==> src/rtl/aop_pkg.sv <==
// Constants and types shared by the converter output port block
package aop_pkg;
  // Register byte offsets
  localparam logic [7:0] AOP_CTRL_OFS   = 8'h00;
  localparam logic [7:0] AOP_STATUS_OFS = 8'h04;
  localparam logic [7:0] AOP_RESULT_OFS = 8'h08;
  localparam logic [2:0] AOP_HSIZE_WORD = 3'h2;
  // Control register fields and reset value
  localparam int AOP_CTRL_W      = 5;
  localparam int AOP_CTRL_SERIAL = 0;
  localparam int AOP_CTRL_SWAP   = 1;
  localparam int AOP_CTRL_BINARY = 2;
  localparam int AOP_CTRL_FAST   = 3;
  localparam int AOP_CTRL_LOWPWR = 4;
  localparam logic [4:0] AOP_CTRL_RESET = 5'h04;
  // Status register fields
  localparam int AOP_ST_MODE    = 0;
  localparam int AOP_ST_SERIAL  = 2;
  localparam int AOP_ST_SLAVE   = 3;
  localparam int AOP_ST_SYNCPOL = 4;
  localparam int AOP_ST_READT   = 5;
  localparam int AOP_ST_DIV     = 6;
  localparam int AOP_ST_FRAME   = 8;
  localparam int AOP_ST_ACCLOST = 9;
  localparam int AOP_ST_IDLE    = 10;
  // Shared data pin positions
  localparam int AOP_PIN_DIV     = 2;
  localparam int AOP_PIN_CLKSRC  = 4;
  localparam int AOP_PIN_SYNCPOL = 5;
  localparam int AOP_PIN_READT   = 7;
  localparam int AOP_PIN_SERIAL_RESULT_OUT   = 8;
  localparam int AOP_PIN_SCLK    = 9;
  localparam int AOP_DATA_W      = 16;
  localparam int AOP_BYTE_W      = 8;
  localparam logic [4:0] AOP_BITS = 5'h10;
  // Timing figures and derived cycle counts
  localparam int AOP_CLK_PERIOD_NS = 10;
  localparam int AOP_SCLK_MIN_NS [4] = '{25, 50, 100, 200};
  localparam int AOP_FAST_MAX_US = 1000;
  localparam int AOP_FAST_MAX_CYC =
    AOP_FAST_MAX_US * 1000 / AOP_CLK_PERIOD_NS;
  // Conversion modes
  typedef enum logic [1:0] {
    AOP_MODE_NORMAL  = 2'h0,
    AOP_MODE_FAST    = 2'h1,
    AOP_MODE_REDUCED = 2'h2
  } aop_mode_type;
  // Serial shifter states
  typedef enum logic [2:0] {
    AOP_SH_IDLE  = 3'h1,
    AOP_SH_LEAD  = 3'h2,
    AOP_SH_SHIFT = 3'h4
  } aop_shift_state_type;
  // Half period of the internal serial clock, rounded up
  function automatic logic [3:0] aopHalfCycles(input logic [1:0] code);
    int ns;
    ns = AOP_SCLK_MIN_NS[code];
    return 4'((ns + 2 * AOP_CLK_PERIOD_NS - 1) / (2 * AOP_CLK_PERIOD_NS));
  endfunction
endpackage

==> src/rtl/aop_serial_shifter.sv <==
// Serial result shifter with internal clock generator and slave path
`timescale 1ns/1ps
`default_nettype none
module aop_serial_shifter
  import aop_pkg::*;
(
  // Clock and reset
  input  wire logic                  clock,
  input  wire logic                  sys_rst,
  // Master frame control
  input  wire logic                  masterMode,
  input  wire logic                  startFrame,
  input  wire logic [3:0]            halfCycles,
  input  wire logic [AOP_DATA_W-1:0] word,
  // Slave clocking, already synchronised
  input  wire logic                  slaveSelect,
  input  wire logic                  slaveSclk,
  // Serial outputs
  output logic                       serialBit,
  output logic                       sclkLevel,
  output logic                       frameActive
);
  typedef struct packed {
    aop_shift_state_type   state;
    logic [AOP_DATA_W-1:0] shift;
    logic [4:0]            bitsLeft;
    logic [3:0]            timer;
    logic                  sclk;
    logic                  frame;
    logic                  selPrev;
    logic                  sclkPrev;
  } aop_shifter_type;
  localparam aop_shifter_type SH_RESET = '{state: AOP_SH_IDLE, default: '0};
  aop_shifter_type st;
  aop_shifter_type next_st;

  // Frame sequencing; data changes on internal clock falling edges and on rising slave clock edges
  always_comb begin
    next_st = st;
    next_st.selPrev  = slaveSelect;
    next_st.sclkPrev = slaveSclk;
    case (st.state)
      AOP_SH_IDLE: begin
        next_st.sclk  = 1'b0;
        next_st.frame = 1'b0;
        if (masterMode && startFrame) begin
          next_st.shift = word;
          next_st.frame = 1'b1;
          next_st.timer = halfCycles;
          next_st.state = AOP_SH_LEAD;
        end else if (!masterMode && slaveSelect && !st.selPrev) begin
          next_st.shift = word; // MSB out at select
        end else if (!masterMode && slaveSelect && slaveSclk &&
                     !st.sclkPrev) begin
          next_st.shift = {st.shift[AOP_DATA_W-2:0], 1'b0};
        end
      end
      AOP_SH_LEAD: begin
        next_st.timer = st.timer - 4'h1;
        if (st.timer == 4'h1) begin
          next_st.timer    = halfCycles;
          next_st.sclk     = 1'b1;
          next_st.bitsLeft = AOP_BITS;
          next_st.state    = AOP_SH_SHIFT;
        end
      end
      AOP_SH_SHIFT: begin
        next_st.timer = st.timer - 4'h1;
        if (st.timer == 4'h1) begin
          next_st.timer = halfCycles;
          next_st.sclk  = !st.sclk;
          if (st.sclk) begin
            next_st.shift    = {st.shift[AOP_DATA_W-2:0], 1'b0};
            next_st.bitsLeft = st.bitsLeft - 5'h01;
            if (st.bitsLeft == 5'h01) begin
              next_st.frame = 1'b0;
              next_st.state = AOP_SH_IDLE;
            end
          end
        end
      end
      default: next_st = SH_RESET;
    endcase
  end

  // State register
  always_ff @(posedge clock) begin
    if (sys_rst) begin
      st <= SH_RESET;
    end else begin
      st <= next_st;
    end
  end

  assign serialBit   = st.shift[AOP_DATA_W-1];
  assign sclkLevel   = st.sclk;
  assign frameActive = st.frame;

  // The high clock phase lasts at least two cycles
  a_sclk_half_period: assert property (
    @(posedge clock) disable iff (sys_rst)
    $rose(st.sclk) |-> st.sclk ##1 st.sclk)
    else $error("internal serial clock high phase too short");

  a_master_frame_start: assert property (
    @(posedge clock) disable iff (sys_rst)
    masterMode && startFrame && st.state == AOP_SH_IDLE
      |=> st.frame && !st.sclk ##[1:10] st.sclk)
    else $error("master frame did not start its clock");
endmodule // aop_serial_shifter
`default_nettype wire

==> src/rtl/aop_output_port_config.sv <==
// Output port configuration and pin sharing for a sampling converter
//
// Decided for this implementation: the address map and the AHB-Lite interface to the registers.
`timescale 1ns/1ps
`default_nettype none
module aop_output_port_config
  import aop_pkg::*;
#(
  parameter int unsigned FAST_MAX_CYCLES = AOP_FAST_MAX_CYC
)(
  // Clock and reset
  input  wire logic                  clock,
  input  wire logic                  sys_rst,
  // AHB-Lite slave
  input  wire logic                  hsel,
  input  wire logic [31:0]           haddr,
  input  wire logic [1:0]            htrans,
  input  wire logic                  hwrite,
  input  wire logic [2:0]            hsize,
  input  wire logic [31:0]           hwdata,
  input  wire logic                  hready,
  output logic                       hreadyout,
  output logic                       hresp,
  output logic [31:0]                hrdata,
  // Converter core
  input  wire logic                  convBusy,
  input  wire logic                  resultValid,
  input  wire logic [AOP_DATA_W-1:0] resultIn,
  output aop_mode_type               convMode,
  output logic                       lowPowerIdle,
  // Shared data bus pins
  input  wire logic [AOP_DATA_W-1:0] dataPinIn,
  output logic [AOP_DATA_W-1:0]      dataPinOut,
  output logic [AOP_DATA_W-1:0]      dataPinOe,
  // Chip select and frame sync pins
  input  wire logic                  chipSelectN,
  output logic                       frameSyncOut,
  output logic                       frameSyncOe
);
  localparam logic [19:0] FAST_LIMIT = 20'(FAST_MAX_CYCLES);

  typedef struct packed {
    logic [AOP_CTRL_W-1:0] ctrl;
    logic                  wrCtrl;
    logic                  wrStatus;
    logic [31:0]           rdata;
    logic [AOP_DATA_W-1:0] result;
    logic [7:2]            pinA;
    logic [7:2]            pinB;
    logic                  sclkA;
    logic                  sclkB;
    logic                  csA;
    logic                  csB;
    logic                  busyPrev;
    logic [19:0]           interval;
    logic                  accLost;
    aop_mode_type          mode;
    logic                  idleLow;
    logic [AOP_DATA_W-1:0] pinOut;
    logic [AOP_DATA_W-1:0] pinOe;
    logic                  syncOut;
    logic                  syncOe;
  } aop_port_state_type;

  // Chip select idles high so slave logic starts deselected
  localparam aop_port_state_type ST_RESET = '{
    ctrl:    AOP_CTRL_RESET,
    csA:     1'b1,
    csB:     1'b1,
    mode:    AOP_MODE_NORMAL,
    default: '0
  };

  aop_port_state_type st;
  aop_port_state_type next_st;

  // Output coding: straight binary or MSB inverted
  function automatic logic [AOP_DATA_W-1:0] aopFormat(
    input logic [AOP_DATA_W-1:0] raw,
    input logic                  binary
  );
    logic [AOP_DATA_W-1:0] coded;
    coded = raw;
    coded[AOP_DATA_W-1] = binary ? raw[AOP_DATA_W-1] :
                                   !raw[AOP_DATA_W-1];
    return coded;
  endfunction

  // Byte placement on the parallel bus
  function automatic logic [AOP_DATA_W-1:0] aopSwap(
    input logic [AOP_DATA_W-1:0] word,
    input logic                  swap
  );
    return swap ? {word[AOP_BYTE_W-1:0], word[AOP_DATA_W-1:AOP_BYTE_W]} :
                  word;
  endfunction

  // Conversion mode from the two select bits
  function automatic aop_mode_type aopModeDecode(
    input logic fast,
    input logic lowPower
  );
    if (fast && !lowPower) begin
      return AOP_MODE_FAST;
    end else if (lowPower && !fast) begin
      return AOP_MODE_REDUCED;
    end
    return AOP_MODE_NORMAL;
  endfunction

  // Effective serial configuration from synchronised pins
  logic                  serialMode;
  logic                  slaveClk;
  logic                  syncPol;
  logic                  readTiming;
  logic                  masterRac;
  logic                  masterRdc;
  logic                  csActive;
  logic [1:0]            divCode;
  logic                  startFrame;
  logic [AOP_DATA_W-1:0] shiftWord;
  logic                  shBit;
  logic                  shSclk;
  logic                  shFrame;
  logic                  addrTaken;
  logic [31:0]           statusWord;

  always_comb begin
    serialMode = st.ctrl[AOP_CTRL_SERIAL];
    slaveClk   = st.pinB[AOP_PIN_CLKSRC];
    syncPol    = st.pinB[AOP_PIN_SYNCPOL];
    readTiming = st.pinB[AOP_PIN_READT];
    csActive   = !st.csB;
    masterRac  = serialMode && !slaveClk && !readTiming;
    masterRdc  = serialMode && !slaveClk && readTiming;
    // Divider pins only count in master read-after-convert
    divCode = masterRac ? st.pinB[AOP_PIN_DIV+1:AOP_PIN_DIV] : 2'h0;
    // Frame start: during conversion or once it is done
    startFrame = masterRdc ? (convBusy && !st.busyPrev) :
                 (masterRac && resultValid);
    // After-convert frames carry the fresh result
    shiftWord = masterRac ? aopFormat(resultIn, st.ctrl[AOP_CTRL_BINARY]) :
                            st.result;
  end

  // Status word as seen by software
  always_comb begin
    statusWord = '0;
    statusWord[AOP_ST_MODE+:2]    = st.mode;
    statusWord[AOP_ST_SERIAL]     = serialMode;
    statusWord[AOP_ST_SLAVE]      = slaveClk;
    statusWord[AOP_ST_SYNCPOL]    = syncPol;
    statusWord[AOP_ST_READT]      = readTiming;
    statusWord[AOP_ST_DIV+:2]     = divCode;
    statusWord[AOP_ST_FRAME]      = shFrame;
    statusWord[AOP_ST_ACCLOST]    = st.accLost;
    statusWord[AOP_ST_IDLE]       = st.idleLow;
  end

  assign addrTaken = hsel && hready && htrans[1];

  // Next state of the whole port
  always_comb begin
    next_st = st;
    // Pin synchronisers; first stage feeds only the second
    next_st.pinA  = dataPinIn[AOP_PIN_READT:AOP_PIN_DIV];
    next_st.pinB  = st.pinA;
    next_st.sclkA = dataPinIn[AOP_PIN_SCLK];
    next_st.sclkB = st.sclkA;
    next_st.csA   = chipSelectN;
    next_st.csB   = st.csA;
    next_st.busyPrev = convBusy;

    // Bus address phase; only whole-word writes are taken
    next_st.wrCtrl   = addrTaken && hwrite && hsize == AOP_HSIZE_WORD &&
                       haddr[7:0] == AOP_CTRL_OFS;
    next_st.wrStatus = addrTaken && hwrite && hsize == AOP_HSIZE_WORD &&
                       haddr[7:0] == AOP_STATUS_OFS;
    if (addrTaken && !hwrite) begin
      case (haddr[7:0])
        AOP_CTRL_OFS:   next_st.rdata = 32'(st.ctrl);
        AOP_STATUS_OFS: next_st.rdata = statusWord;
        AOP_RESULT_OFS: next_st.rdata = 32'(st.result);
        default:        next_st.rdata = '0;
      endcase
    end
    // Bus data phase
    if (st.wrCtrl) begin
      next_st.ctrl = hwdata[AOP_CTRL_W-1:0];
    end

    // Result capture in the selected code
    if (resultValid) begin
      next_st.result = aopFormat(resultIn, st.ctrl[AOP_CTRL_BINARY]);
    end

    // Mode selection for the converter core
    next_st.mode = aopModeDecode(st.ctrl[AOP_CTRL_FAST],
                                 st.ctrl[AOP_CTRL_LOWPWR]);
    // Power scales with rate: idle the core between conversions in reduced mode only
    next_st.idleLow = st.mode == AOP_MODE_REDUCED && !convBusy;

    // Rate watchdog; clear first so a same-cycle set wins
    if (st.wrStatus && hwdata[AOP_ST_ACCLOST]) begin
      next_st.accLost = 1'b0;
    end
    if (st.mode == AOP_MODE_FAST && !resultValid) begin
      if (st.interval == FAST_LIMIT) begin
        next_st.accLost = 1'b1;
      end else begin
        next_st.interval = st.interval + 20'h1;
      end
    end else begin
      next_st.interval = '0;
    end

    // Parallel bus: every data pin driven
    next_st.pinOut = aopSwap(st.result, st.ctrl[AOP_CTRL_SWAP]);
    next_st.pinOe  = '1;
    if (serialMode) begin
      // Select pins become inputs, low bits float
      next_st.pinOut = '0;
      next_st.pinOe  = '0;
      next_st.pinOut[AOP_PIN_SERIAL_RESULT_OUT] = shBit;
      next_st.pinOut[AOP_PIN_SCLK]  = shSclk;
      // Slave output floats while deselected
      next_st.pinOe[AOP_PIN_SERIAL_RESULT_OUT] = !slaveClk || csActive;
      next_st.pinOe[AOP_PIN_SCLK]  = !slaveClk;
    end
    next_st.syncOut = shFrame ^ syncPol;
    next_st.syncOe  = serialMode && !slaveClk;
  end

  // State register
  always_ff @(posedge clock) begin
    if (sys_rst) begin
      st <= ST_RESET;
    end else begin
      st <= next_st;
    end
  end

  // Serial shifter; slave edges come through the synchroniser
  aop_serial_shifter u_shifter (
    .clock       (clock),
    .sys_rst     (sys_rst),
    .masterMode  (serialMode && !slaveClk),
    .startFrame  (startFrame),
    .halfCycles  (aopHalfCycles(divCode)),
    .word        (shiftWord),
    .slaveSelect (serialMode && slaveClk && csActive),
    .slaveSclk   (st.sclkB),
    .serialBit   (shBit),
    .sclkLevel   (shSclk),
    .frameActive (shFrame)
  );

  // Outputs; zero wait states, always OKAY
  assign hreadyout    = 1'b1;
  assign hresp        = 1'b0;
  assign hrdata       = st.rdata;
  assign convMode     = st.mode;
  assign lowPowerIdle = st.idleLow;
  assign dataPinOut   = st.pinOut;
  assign dataPinOe    = st.pinOe;
  assign frameSyncOut = st.syncOut;
  assign frameSyncOe  = st.syncOe;

  // Parallel word appears two edges after capture
  a_byte_order_low: assert property (
    @(posedge clock) disable iff (sys_rst)
    resultValid && !serialMode && !st.ctrl[AOP_CTRL_SWAP] &&
    st.ctrl[AOP_CTRL_BINARY] && !st.wrCtrl
      |-> ##2 dataPinOut == $past(resultIn, 2))
    else $error("parallel word not in natural byte order");

  a_byte_order_swap: assert property (
    @(posedge clock) disable iff (sys_rst)
    resultValid && !serialMode && st.ctrl[AOP_CTRL_SWAP] &&
    st.ctrl[AOP_CTRL_BINARY] && !st.wrCtrl
      |-> ##2 {dataPinOut[AOP_BYTE_W-1:0],
               dataPinOut[AOP_DATA_W-1:AOP_BYTE_W]} == $past(resultIn, 2))
    else $error("parallel bytes not swapped");

  a_code_twos: assert property (
    @(posedge clock) disable iff (sys_rst)
    resultValid && !st.ctrl[AOP_CTRL_BINARY]
      |=> (st.result ^ {1'b1, {(AOP_DATA_W-1){1'b0}}}) == $past(resultIn))
    else $error("twos complement MSB not inverted");

  a_mode_fast: assert property (
    @(posedge clock) disable iff (sys_rst)
    st.ctrl[AOP_CTRL_FAST] && !st.ctrl[AOP_CTRL_LOWPWR] && !st.wrCtrl
      |=> convMode == AOP_MODE_FAST)
    else $error("fast mode not selected");

  a_no_watchdog: assert property (
    @(posedge clock) disable iff (sys_rst)
    !st.ctrl[AOP_CTRL_FAST] && !st.accLost && !st.wrCtrl
      |=> ##1 !st.accLost && st.interval == '0)
    else $error("rate watchdog ran outside fast mode");

  a_reduced_idle: assert property (
    @(posedge clock) disable iff (sys_rst)
    convMode == AOP_MODE_REDUCED && !convBusy |=> lowPowerIdle)
    else $error("reduced power idle not raised");

  a_parallel_drive: assert property (
    @(posedge clock) disable iff (sys_rst)
    !serialMode && !st.wrCtrl |=> dataPinOe == '1)
    else $error("parallel bus not fully driven");

  a_low_pins_float: assert property (
    @(posedge clock) disable iff (sys_rst)
    serialMode && !st.wrCtrl |=> dataPinOe[1:0] == 2'h0 &&
      dataPinOe[AOP_PIN_DIV+1:AOP_PIN_DIV] == 2'h0)
    else $error("serial mode drives low data or divider pins");

  a_master_clock: assert property (
    @(posedge clock) disable iff (sys_rst)
    serialMode && !slaveClk && !st.wrCtrl |=> dataPinOe[AOP_PIN_SCLK])
    else $error("master serial clock not driven");

  a_slave_gated: assert property (
    @(posedge clock) disable iff (sys_rst)
    serialMode && slaveClk && !csActive && !st.wrCtrl
      |=> !dataPinOe[AOP_PIN_SERIAL_RESULT_OUT] && !dataPinOe[AOP_PIN_SCLK])
    else $error("deselected slave drives serial pins");

  a_sync_polarity: assert property (
    @(posedge clock) disable iff (sys_rst)
    frameSyncOe |-> frameSyncOut == ($past(shFrame) ^ $past(syncPol)))
    else $error("frame sync polarity wrong");

  a_read_during: assert property (
    @(posedge clock) disable iff (sys_rst)
    masterRdc && convBusy && !st.busyPrev && !shFrame |=> shFrame)
    else $error("read during convert frame missing");

  a_read_after: assert property (
    @(posedge clock) disable iff (sys_rst)
    masterRac && resultValid && !shFrame |=> shFrame)
    else $error("read after convert frame missing");
endmodule // aop_output_port_config
`default_nettype wire

==> config.mk <==
export PLATFORM = sky130hd
export DESIGN_NAME = aop_output_port_config
export DESIGN_NICKNAME = d
export VERILOG_FILES = /design/src/rtl/aop_pkg.sv /design/src/rtl/aop_serial_shifter.sv /design/src/rtl/aop_output_port_config.sv
export SDC_FILE = /design/constraint.sdc
export NUM_CORES = 1
export LEC_CHECK = 0
export BUFFER_PORTS_ARGS = -buffer_cell sky130_fd_sc_hd__buf_2
export CAP_MARGIN = 40
export CORE_ASPECT_RATIO = 0.6
export CORE_UTILIZATION = 56
export DETAILED_ROUTE_END_ITERATION = 8
export HOLD_SLACK_MARGIN = 0.1
export PLACE_DENSITY = 0.85
export SYNTH_ARGS = -nofsm -noshare
export SYNTH_HDL_FRONTEND = slang
export SYNTH_SLANG_ARGS = --single-unit
==> constraint.sdc <==
create_clock -name clock -period 4.4 [get_ports clock]
set_input_delay 0.22 -clock clock [delete_from_list [all_inputs] [get_ports clock]]
set_output_delay 0.22 -clock clock [all_outputs]
set_load 0.02 [all_outputs]
==> flow_summary.ini, run 1 <==
[hold_path]
holdCritStartpoint = haddr[3]
whs_path_depth = 2
hp-class = in2reg
holdPathEnd = st[124]$_SDFF_PP0_

[setup_path]
worstReg2RegStart = serialMode$_SDFFE_PP0P_
reg2regPathDepth = 6
endpoint_kind = register
crit_fanout = 20
max_stage_delay_ns = 0.68
crit_type = reg2reg
critical_path_required_ns = 4.76
crit_slowest_cell = dfxtp_1
crit_chain = nor3b_4 > buf_4 > and2_1 > ha_1 > o311ai_1 > o311a_1
r2r_end = u_shifter.st[4]$_SDFFE_PP0P_
cp.arrival_ns = 2.88
regToRegSetupSlack_ns = 1.88
startpoint_type = register

[clock_network]
clock-sinks = 131
htree_num_levels = 4
cts_tree = yes
cts_buffers = 17
worstSkewPairLatency_ns = 0.42
cts_buffer_depth = 2
cts-root-buf = clkbuf_16
postCtsSetupBuffers = 0
clkSlewWorstSetupHoldPaths_ns = 0.06

[power]
vdd_ir_drop_max_mv = 0.319
p_comb_frac = 0.054
switching_power_mw = 0.656
p_int_mw = 2.37
p_leak_nw = 2.79
clock_power_share = 0.539
powerDensity_nw_per_um2 = 420
p_seq_frac = 0.407
swShare = 0.217

[timing]
setup_ws_ns = 1.88
hold_violations = 0
slew_headroom = 0.342
tightest_slew_ns = 0.984
fin_crit_ns = 2.52
rsz0062_at_grt = no
whs_ns = 0.121
fmax_mhz = 396
timing.final.crit_share = 0.573
setup_viol = 0
skew_ns = 0.0107
drv_slew = 0
finalSetupTns_ns = 0

[yosys]
ys.flop_type = dfxtp_1
synth_cell_types = 67
yosys_warnings = 0
synthTopCellsByArea = dfxtp_1, mux2i_1, buf_4
ys_async_sr_fraction = 0
syn_area_um2 = 6200
synthTopCellsByCount = dfxtp_1, nor2_1, buf_4, mux2i_1, a21oi_1
synth_most_common_cell = dfxtp_1
synth-seq-cells = 131
syn_inst = 661
synth_top_area_share = 0.423
ys_seq_area_frac = 0.423
avgSynthCellArea_um2 = 9.38
yosysTopAreaCell = dfxtp_1
synth_edf_count = 0

[finish]
fin_cells = 874
final_util = 0.675
regArea_um2 = 2620
area_growth_pct = 16.2
num_antenna_cells = 0
drive_above_1_share = 0.218
nNetsFinal = 839
multiInputGateArea_um2 = 2920
fillers = 757

[placement]
portBuffers = 100
dp_slack_ns = 2.01
place_congestion = 0.888
dp_hpwl_um = 10300
post-place-cells = 818

[floorplan]
io_pins = 180
fp.dieW_um = 138
start_util = 0.581
core-area_um2 = 10700
rows = 29
dieArea_um2 = 11500
fp.dieH_um = 83.5

[global_routing]
grt_use_total = 0.277
gr-total-overflow = 0
grt_pass1_wl_um = 24200
grt_max_degree = 44
grt_pass1_vias = 4692
antenna_found_initial = 0

[detailed_routing]
dr.pass1.iters = 7
wl_per_cell_um = 17.8
vias = 5042
via_per_inst = 5.77
drc_errors = 0
first_iter_violations = 391
routed_wl_um = 15500
ant_nets = 0

[outcome]
status = finished, final reports clean

[flow_run]
max-cap-violations = 0
## flip-flops by register name, indices dropped and copies added (netlist names)
| register | cells |
|---|---|
| frameSyncOe | 1 |
| u_shifter.st | 29 |
| convMode | 2 |
| lowPowerIdle | 1 |
| u_shifter.serialBit | 1 |
| u_shifter.frameActive | 1 |
| serialMode | 1 |
| st | 49 |
| readTiming | 1 |
| u_shifter.sclkLevel | 1 |
| dataPinOe | 3 |
| hrdata | 16 |
| frameSyncOut | 1 |
| slaveClk | 1 |
| dataPinOut | 16 |
| next_st | 7 |
## placed cells by master, fill, tap and decap left out, types with 3 or more instances in the layout
master | synthesis | final
a21oi_1 | 28 | 28
a22o_1 | 5 | 5
a22oi_1 | 11 | 11
a32oi_1 | 5 | 5
and2_1 | 3 | 3
and3_1 | 5 | 5
buf_2 | 5 | 100
bufinv_16 | 0 | 6
clkbuf_16 | 0 | 17
clkinvlp_4 | 0 | 3
conb_1 | 2 | 18
dfxtp_1 | 131 | 131
dlygate4sd3_1 | 0 | 24
ha_1 | 8 | 8
inv_1 | 10 | 10
mux2i_1 | 61 | 61
nand2_1 | 26 | 26
nand2b_1 | 6 | 6
nand3_1 | 15 | 15
nand4_1 | 4 | 4
nor2_1 | 90 | 90
nor2b_1 | 19 | 19
nor3_1 | 24 | 24
nor3b_1 | 3 | 3
nor4_1 | 5 | 5
o21ai_0 | 11 | 11
o2bb2ai_1 | 14 | 14
or2_2 | 4 | 4
or3_1 | 3 | 3
xnor2_1 | 11 | 11
xor2_1 | 11 | 11
## cell type report
cell class / instances / share of cell area
clock buffer: 20 / 0.0634
tap: 139 / 0.0241
timing repair buffer: 127 / 0.106
multi-input combinational: 434 / 0.405
clock inverter: 12 / 0.0313
inverter: 11 / 0.00573
sequential: 131 / 0.364
## critical path: cells and delay by family (launching register included)
kind            cells  cell delay (ns)
flops               1             0.68
simple gates        2             0.61
buf+inv             1             0.35
fa+ha+maj           1             0.30
compound gates      2             0.51
## power by group through the flow
| stage | clock network, mW | registers (mW) | logic, mW |
|---|---|---|---|
| 6_report | 1.63 | 1.23 | 0.162 |
| 3_3_place_gp | 0 | 1.26 | 0.139 |
| 4_1_cts | 1.63 | 1.23 | 0.160 |
| 5_1_grt | 1.69 | 1.24 | 0.176 |
| 2_1_floorplan | 0 | 1.25 | 0.125 |
| 3_5_place_dp | 0 | 1.26 | 0.142 |
## metal layers
| metal | vias to the layer above | track usage | part of all wire |
|---|---|---|---|
| met5 | - | 0 | 0 |
| met4 | 0 | 0.130 | 0.027 |
| met3 | 45 | 0.0686 | 0.10 |
| met2 | 289 | 0.419 | 0.44 |
| met1 | 2367 | 0.370 | 0.43 |
| li1 | 2341 | - | - |
## cells by family (layout without fill, tap and decap cells)
family | Yosys count | count (layout) | share of synthesized area
AO/OA/AOI/OAI | 99 | 99 | 0.126
XOR/XNOR | 22 | 22 | 0.0311
adder cells (fa/ha/maj) | 8 | 8 | 0.0161
buffers and inverters | 112 | 170 | 0.117
flip-flops | 131 | 131 | 0.423
multiplexers | 62 | 62 | 0.100
other | 2 | 18 | 0.00121
AND/OR/NAND/NOR | 225 | 225 | 0.186
## per-stage QoR
step | power, mW | area, µm²
6_report | 3.03 | 7210
5_1_grt | 3.10 | 7210
4_1_cts | 3.03 | 7210
3_5_place_dp | 1.40 | 6280
3_3_place_gp | 1.40 | 6270
2_1_floorplan | 1.37 | 6260
## how the worst max path moves through the flow
stage,end,cells past startpoint,start
floorplan,u_shifter.st[4]$_SDFFE_PP0P_,8,slaveClk$_SDFF_PP0_
global placement,u_shifter.st[4]$_SDFFE_PP0P_,6,serialMode$_SDFFE_PP0P_
detailed placement,u_shifter.st[4]$_SDFFE_PP0P_,6,serialMode$_SDFFE_PP0P_
CTS,u_shifter.st[4]$_SDFFE_PP0P_,6,serialMode$_SDFFE_PP0P_
global route,u_shifter.st[6]$_SDFFE_PP0P_,7,serialMode$_SDFFE_PP0P_
finish,u_shifter.st[4]$_SDFFE_PP0P_,6,serialMode$_SDFFE_PP0P_
## what timing repair did
| item | in CTS | in global routing |
|---|---|---|
| gates resized for setup | 0 | 0 |
| hold endpoints to repair | 25 | 0 |
| hold buffers | 24 | 0 |
(Power assumes the default switching activity.)
==> inputs of run 2 (changes only) <==
Settings changed: CORE_UTILIZATION 56 to 52, PLACE_DENSITY 0.85 to 0.8.
Clock period 4.4 ns to 2.54 ns, I/O delays scaled along.
==> run 2 against run 1 <==
  * Fmax rose by 18%
  * Clock power is 56% higher
  * Setup slack lost 1.5 ns
  * Register-to-register slack worse by 1.5 ns
  * Critical path depth fell by 1
  * Via count hardly changed
  * Die area rose by 7.5%
  * Largest cell class unchanged
==> flow_summary.ini, run 2 (synthesis gave the netlist of run 1 again) <==
[outcome]
status = finished, final reports clean

[floorplan]
fp.dieH_um = 86.6
start_util = 0.541
rows = 30
fp.dieW_um = 143
core-area_um2 = 11400
dieArea_um2 = 12400
io_pins = 180

[hold_path]
holdPathEnd = st[90]$_SDFFE_PP0P_
hp-class = in2reg
whs_path_depth = 4
holdCritStartpoint = resultIn[15]

[clock_network]
worstSkewPairLatency_ns = 0.41
cts-root-buf = clkbuf_16
clkSlewWorstSetupHoldPaths_ns = 0.06
htree_num_levels = 4
clock-sinks = 131
cts_buffer_depth = 2
cts_tree = yes
cts_buffers = 17
postCtsSetupBuffers = 0

[timing]
drv_slew = 0
tightest_slew_ns = 0.830
fin_crit_ns = 2.13
setup_ws_ns = 0.405
timing.final.crit_share = 0.841
fmax_mhz = 468
whs_ns = 0.120
setup_viol = 0
slew_headroom = 0.445
finalSetupTns_ns = 0
hold_violations = 0
rsz0062_at_grt = no
skew_ns = 0.00768

[global_routing]
gr-total-overflow = 0
grt_max_degree = 44
grt_use_total = 0.252
grt_pass1_wl_um = 23700
grt_pass1_vias = 4630
antenna_found_initial = 0

[power]
finalPower_mw = 4.97
powerDensity_nw_per_um2 = 680
vdd_ir_drop_max_mv = 0.479
p_leak_nw = 2.84

[setup_path]
r2r_end = u_shifter.st[4]$_SDFFE_PP0P_
cp.arrival_ns = 2.43
reg2regPathDepth = 5
crit_buf_inv = 1
worstReg2RegStart = u_shifter.st[29]$_SDFFE_PP1P_
crit_slowest_cell = or3_1
cpLargestDelayFamily = simple AND/OR/NAND/NOR gates
regToRegSetupSlack_ns = 0.41
critical_path_required_ns = 2.84
endpoint_kind = register
crit_chain = inv_2 > or3_1 > nor2_4 > nor3_1 > o311a_1
max_stage_delay_ns = 0.73
crit_type = reg2reg
startpoint_type = register
crit_fanout = 18

[finish]
final_common_cell = dfxtp_1
largest_reg_flops = 49
fillers = 907
layout_common_cells = dfxtp_1, buf_2, nor2_1
regMostFlops = st
largestRegisters = st (49), u_shifter.st (29)
drive_above_1_share = 0.222
area_growth_pct = 17.9
nNetsFinal = 855
final_area_um2 = 7310
num_antenna_cells = 0

[detailed_routing]
ant_nets = 0
routed_wl_um = 15000
first_iter_violations = 326
vias = 5047
wl_per_cell_um = 16.5
drc_errors = 0
via_per_inst = 5.54
dr.pass1.iters = 5

[placement]
dp_slack_ns = 0.455
dpl-instance-area_um2 = 6370
place_congestion = 0.904
dp_hpwl_um = 10700
portBuffers = 100

[flow_run]
max-cap-violations = 0
-- run 2: cell types whose count changed in the layout (fill, tap and decap cells not counted), sizes merged --
cell	before	now
dlygate4sd3	24	32
clkinvlp	3	1
bufinv	6	3
clkinv	1	4
clkbuf	20	22
buf	103	111
-- run 2: worst min-delay path: cells and delay by family --
kind	cells	cell delay, ns
xor+xnor	1	0.09
buf+inv	1	0.08
mux	1	0.14
simple gates	1	0.05
-- run 2: power by group --
group | total (mW) | leakage [nW] | switching (mW) | internal [mW]
clock network | 2.54 | 0.301 | 0.910 | 1.63
registers | 2.14 | 1.06 | 0.0404 | 2.10
logic | 0.290 | 1.48 | 0.166 | 0.124
-- run 2: metal layers --
metal  GRT usage  up-vias  part of all wire
li1            -     2374                 -
met1       0.353     2429              0.48
met2       0.384      225              0.43
met3      0.0691       19             0.083
met4      0.0635        0             0.011
met5           0        -                 0
-- run 2: repair_timing --
| action | CTS | global route |
|---|---|---|
| hold buffers | 32 | 0 |
| gates resized for setup | 0 | 0 |
| hold endpoints to repair | 32 | 0 |
-- run 2: through the flow --
| stage | utilization | instances |
|---|---|---|
| 4_1_cts | 0.638 | 911 |
| 5_1_grt | 0.638 | 911 |
| 3_3_place_gp | 0.556 | 847 |
| 6_report | 0.638 | 911 |
| 3_5_place_dp | 0.556 | 847 |
| 2_1_floorplan | - | 677 |
-- run 2: area by class of cell --
type,instances,area [µm²],share of cell area
multi-input combinational,434,2920,0.399
sequential,131,2620,0.359
timing repair buffer,143,903,0.124
clock buffer,22,474,0.0649
tap,160,200,0.0274
clock inverter,10,146,0.0200
inverter,11,41.3,0.00565
-- run 2: worst max-delay path by stage --
stage | startpoint | endpoint | slack, ns | depth (start not counted)
final | u_shifter.st[29]$_SDFFE_PP1P_ | u_shifter.st[4]$_SDFFE_PP0P_ | 0.41 | 5
after global routing | u_shifter.st[4]$_SDFFE_PP0P_ | u_shifter.st[18]$_SDFFE_PP0P_ | 0.23 | 6
after CTS | u_shifter.st[4]$_SDFFE_PP0P_ | u_shifter.st[13]$_SDFFE_PP0P_ | 0.40 | 6
after detailed placement | u_shifter.st[4]$_SDFFE_PP0P_ | u_shifter.st[13]$_SDFFE_PP0P_ | 0.46 | 6
after global placement | u_shifter.st[4]$_SDFFE_PP0P_ | u_shifter.st[13]$_SDFFE_PP0P_ | 0.51 | 6
after floorplan | slaveClk$_SDFF_PP0_ | u_shifter.st[4]$_SDFFE_PP0P_ | 0.58 | 8
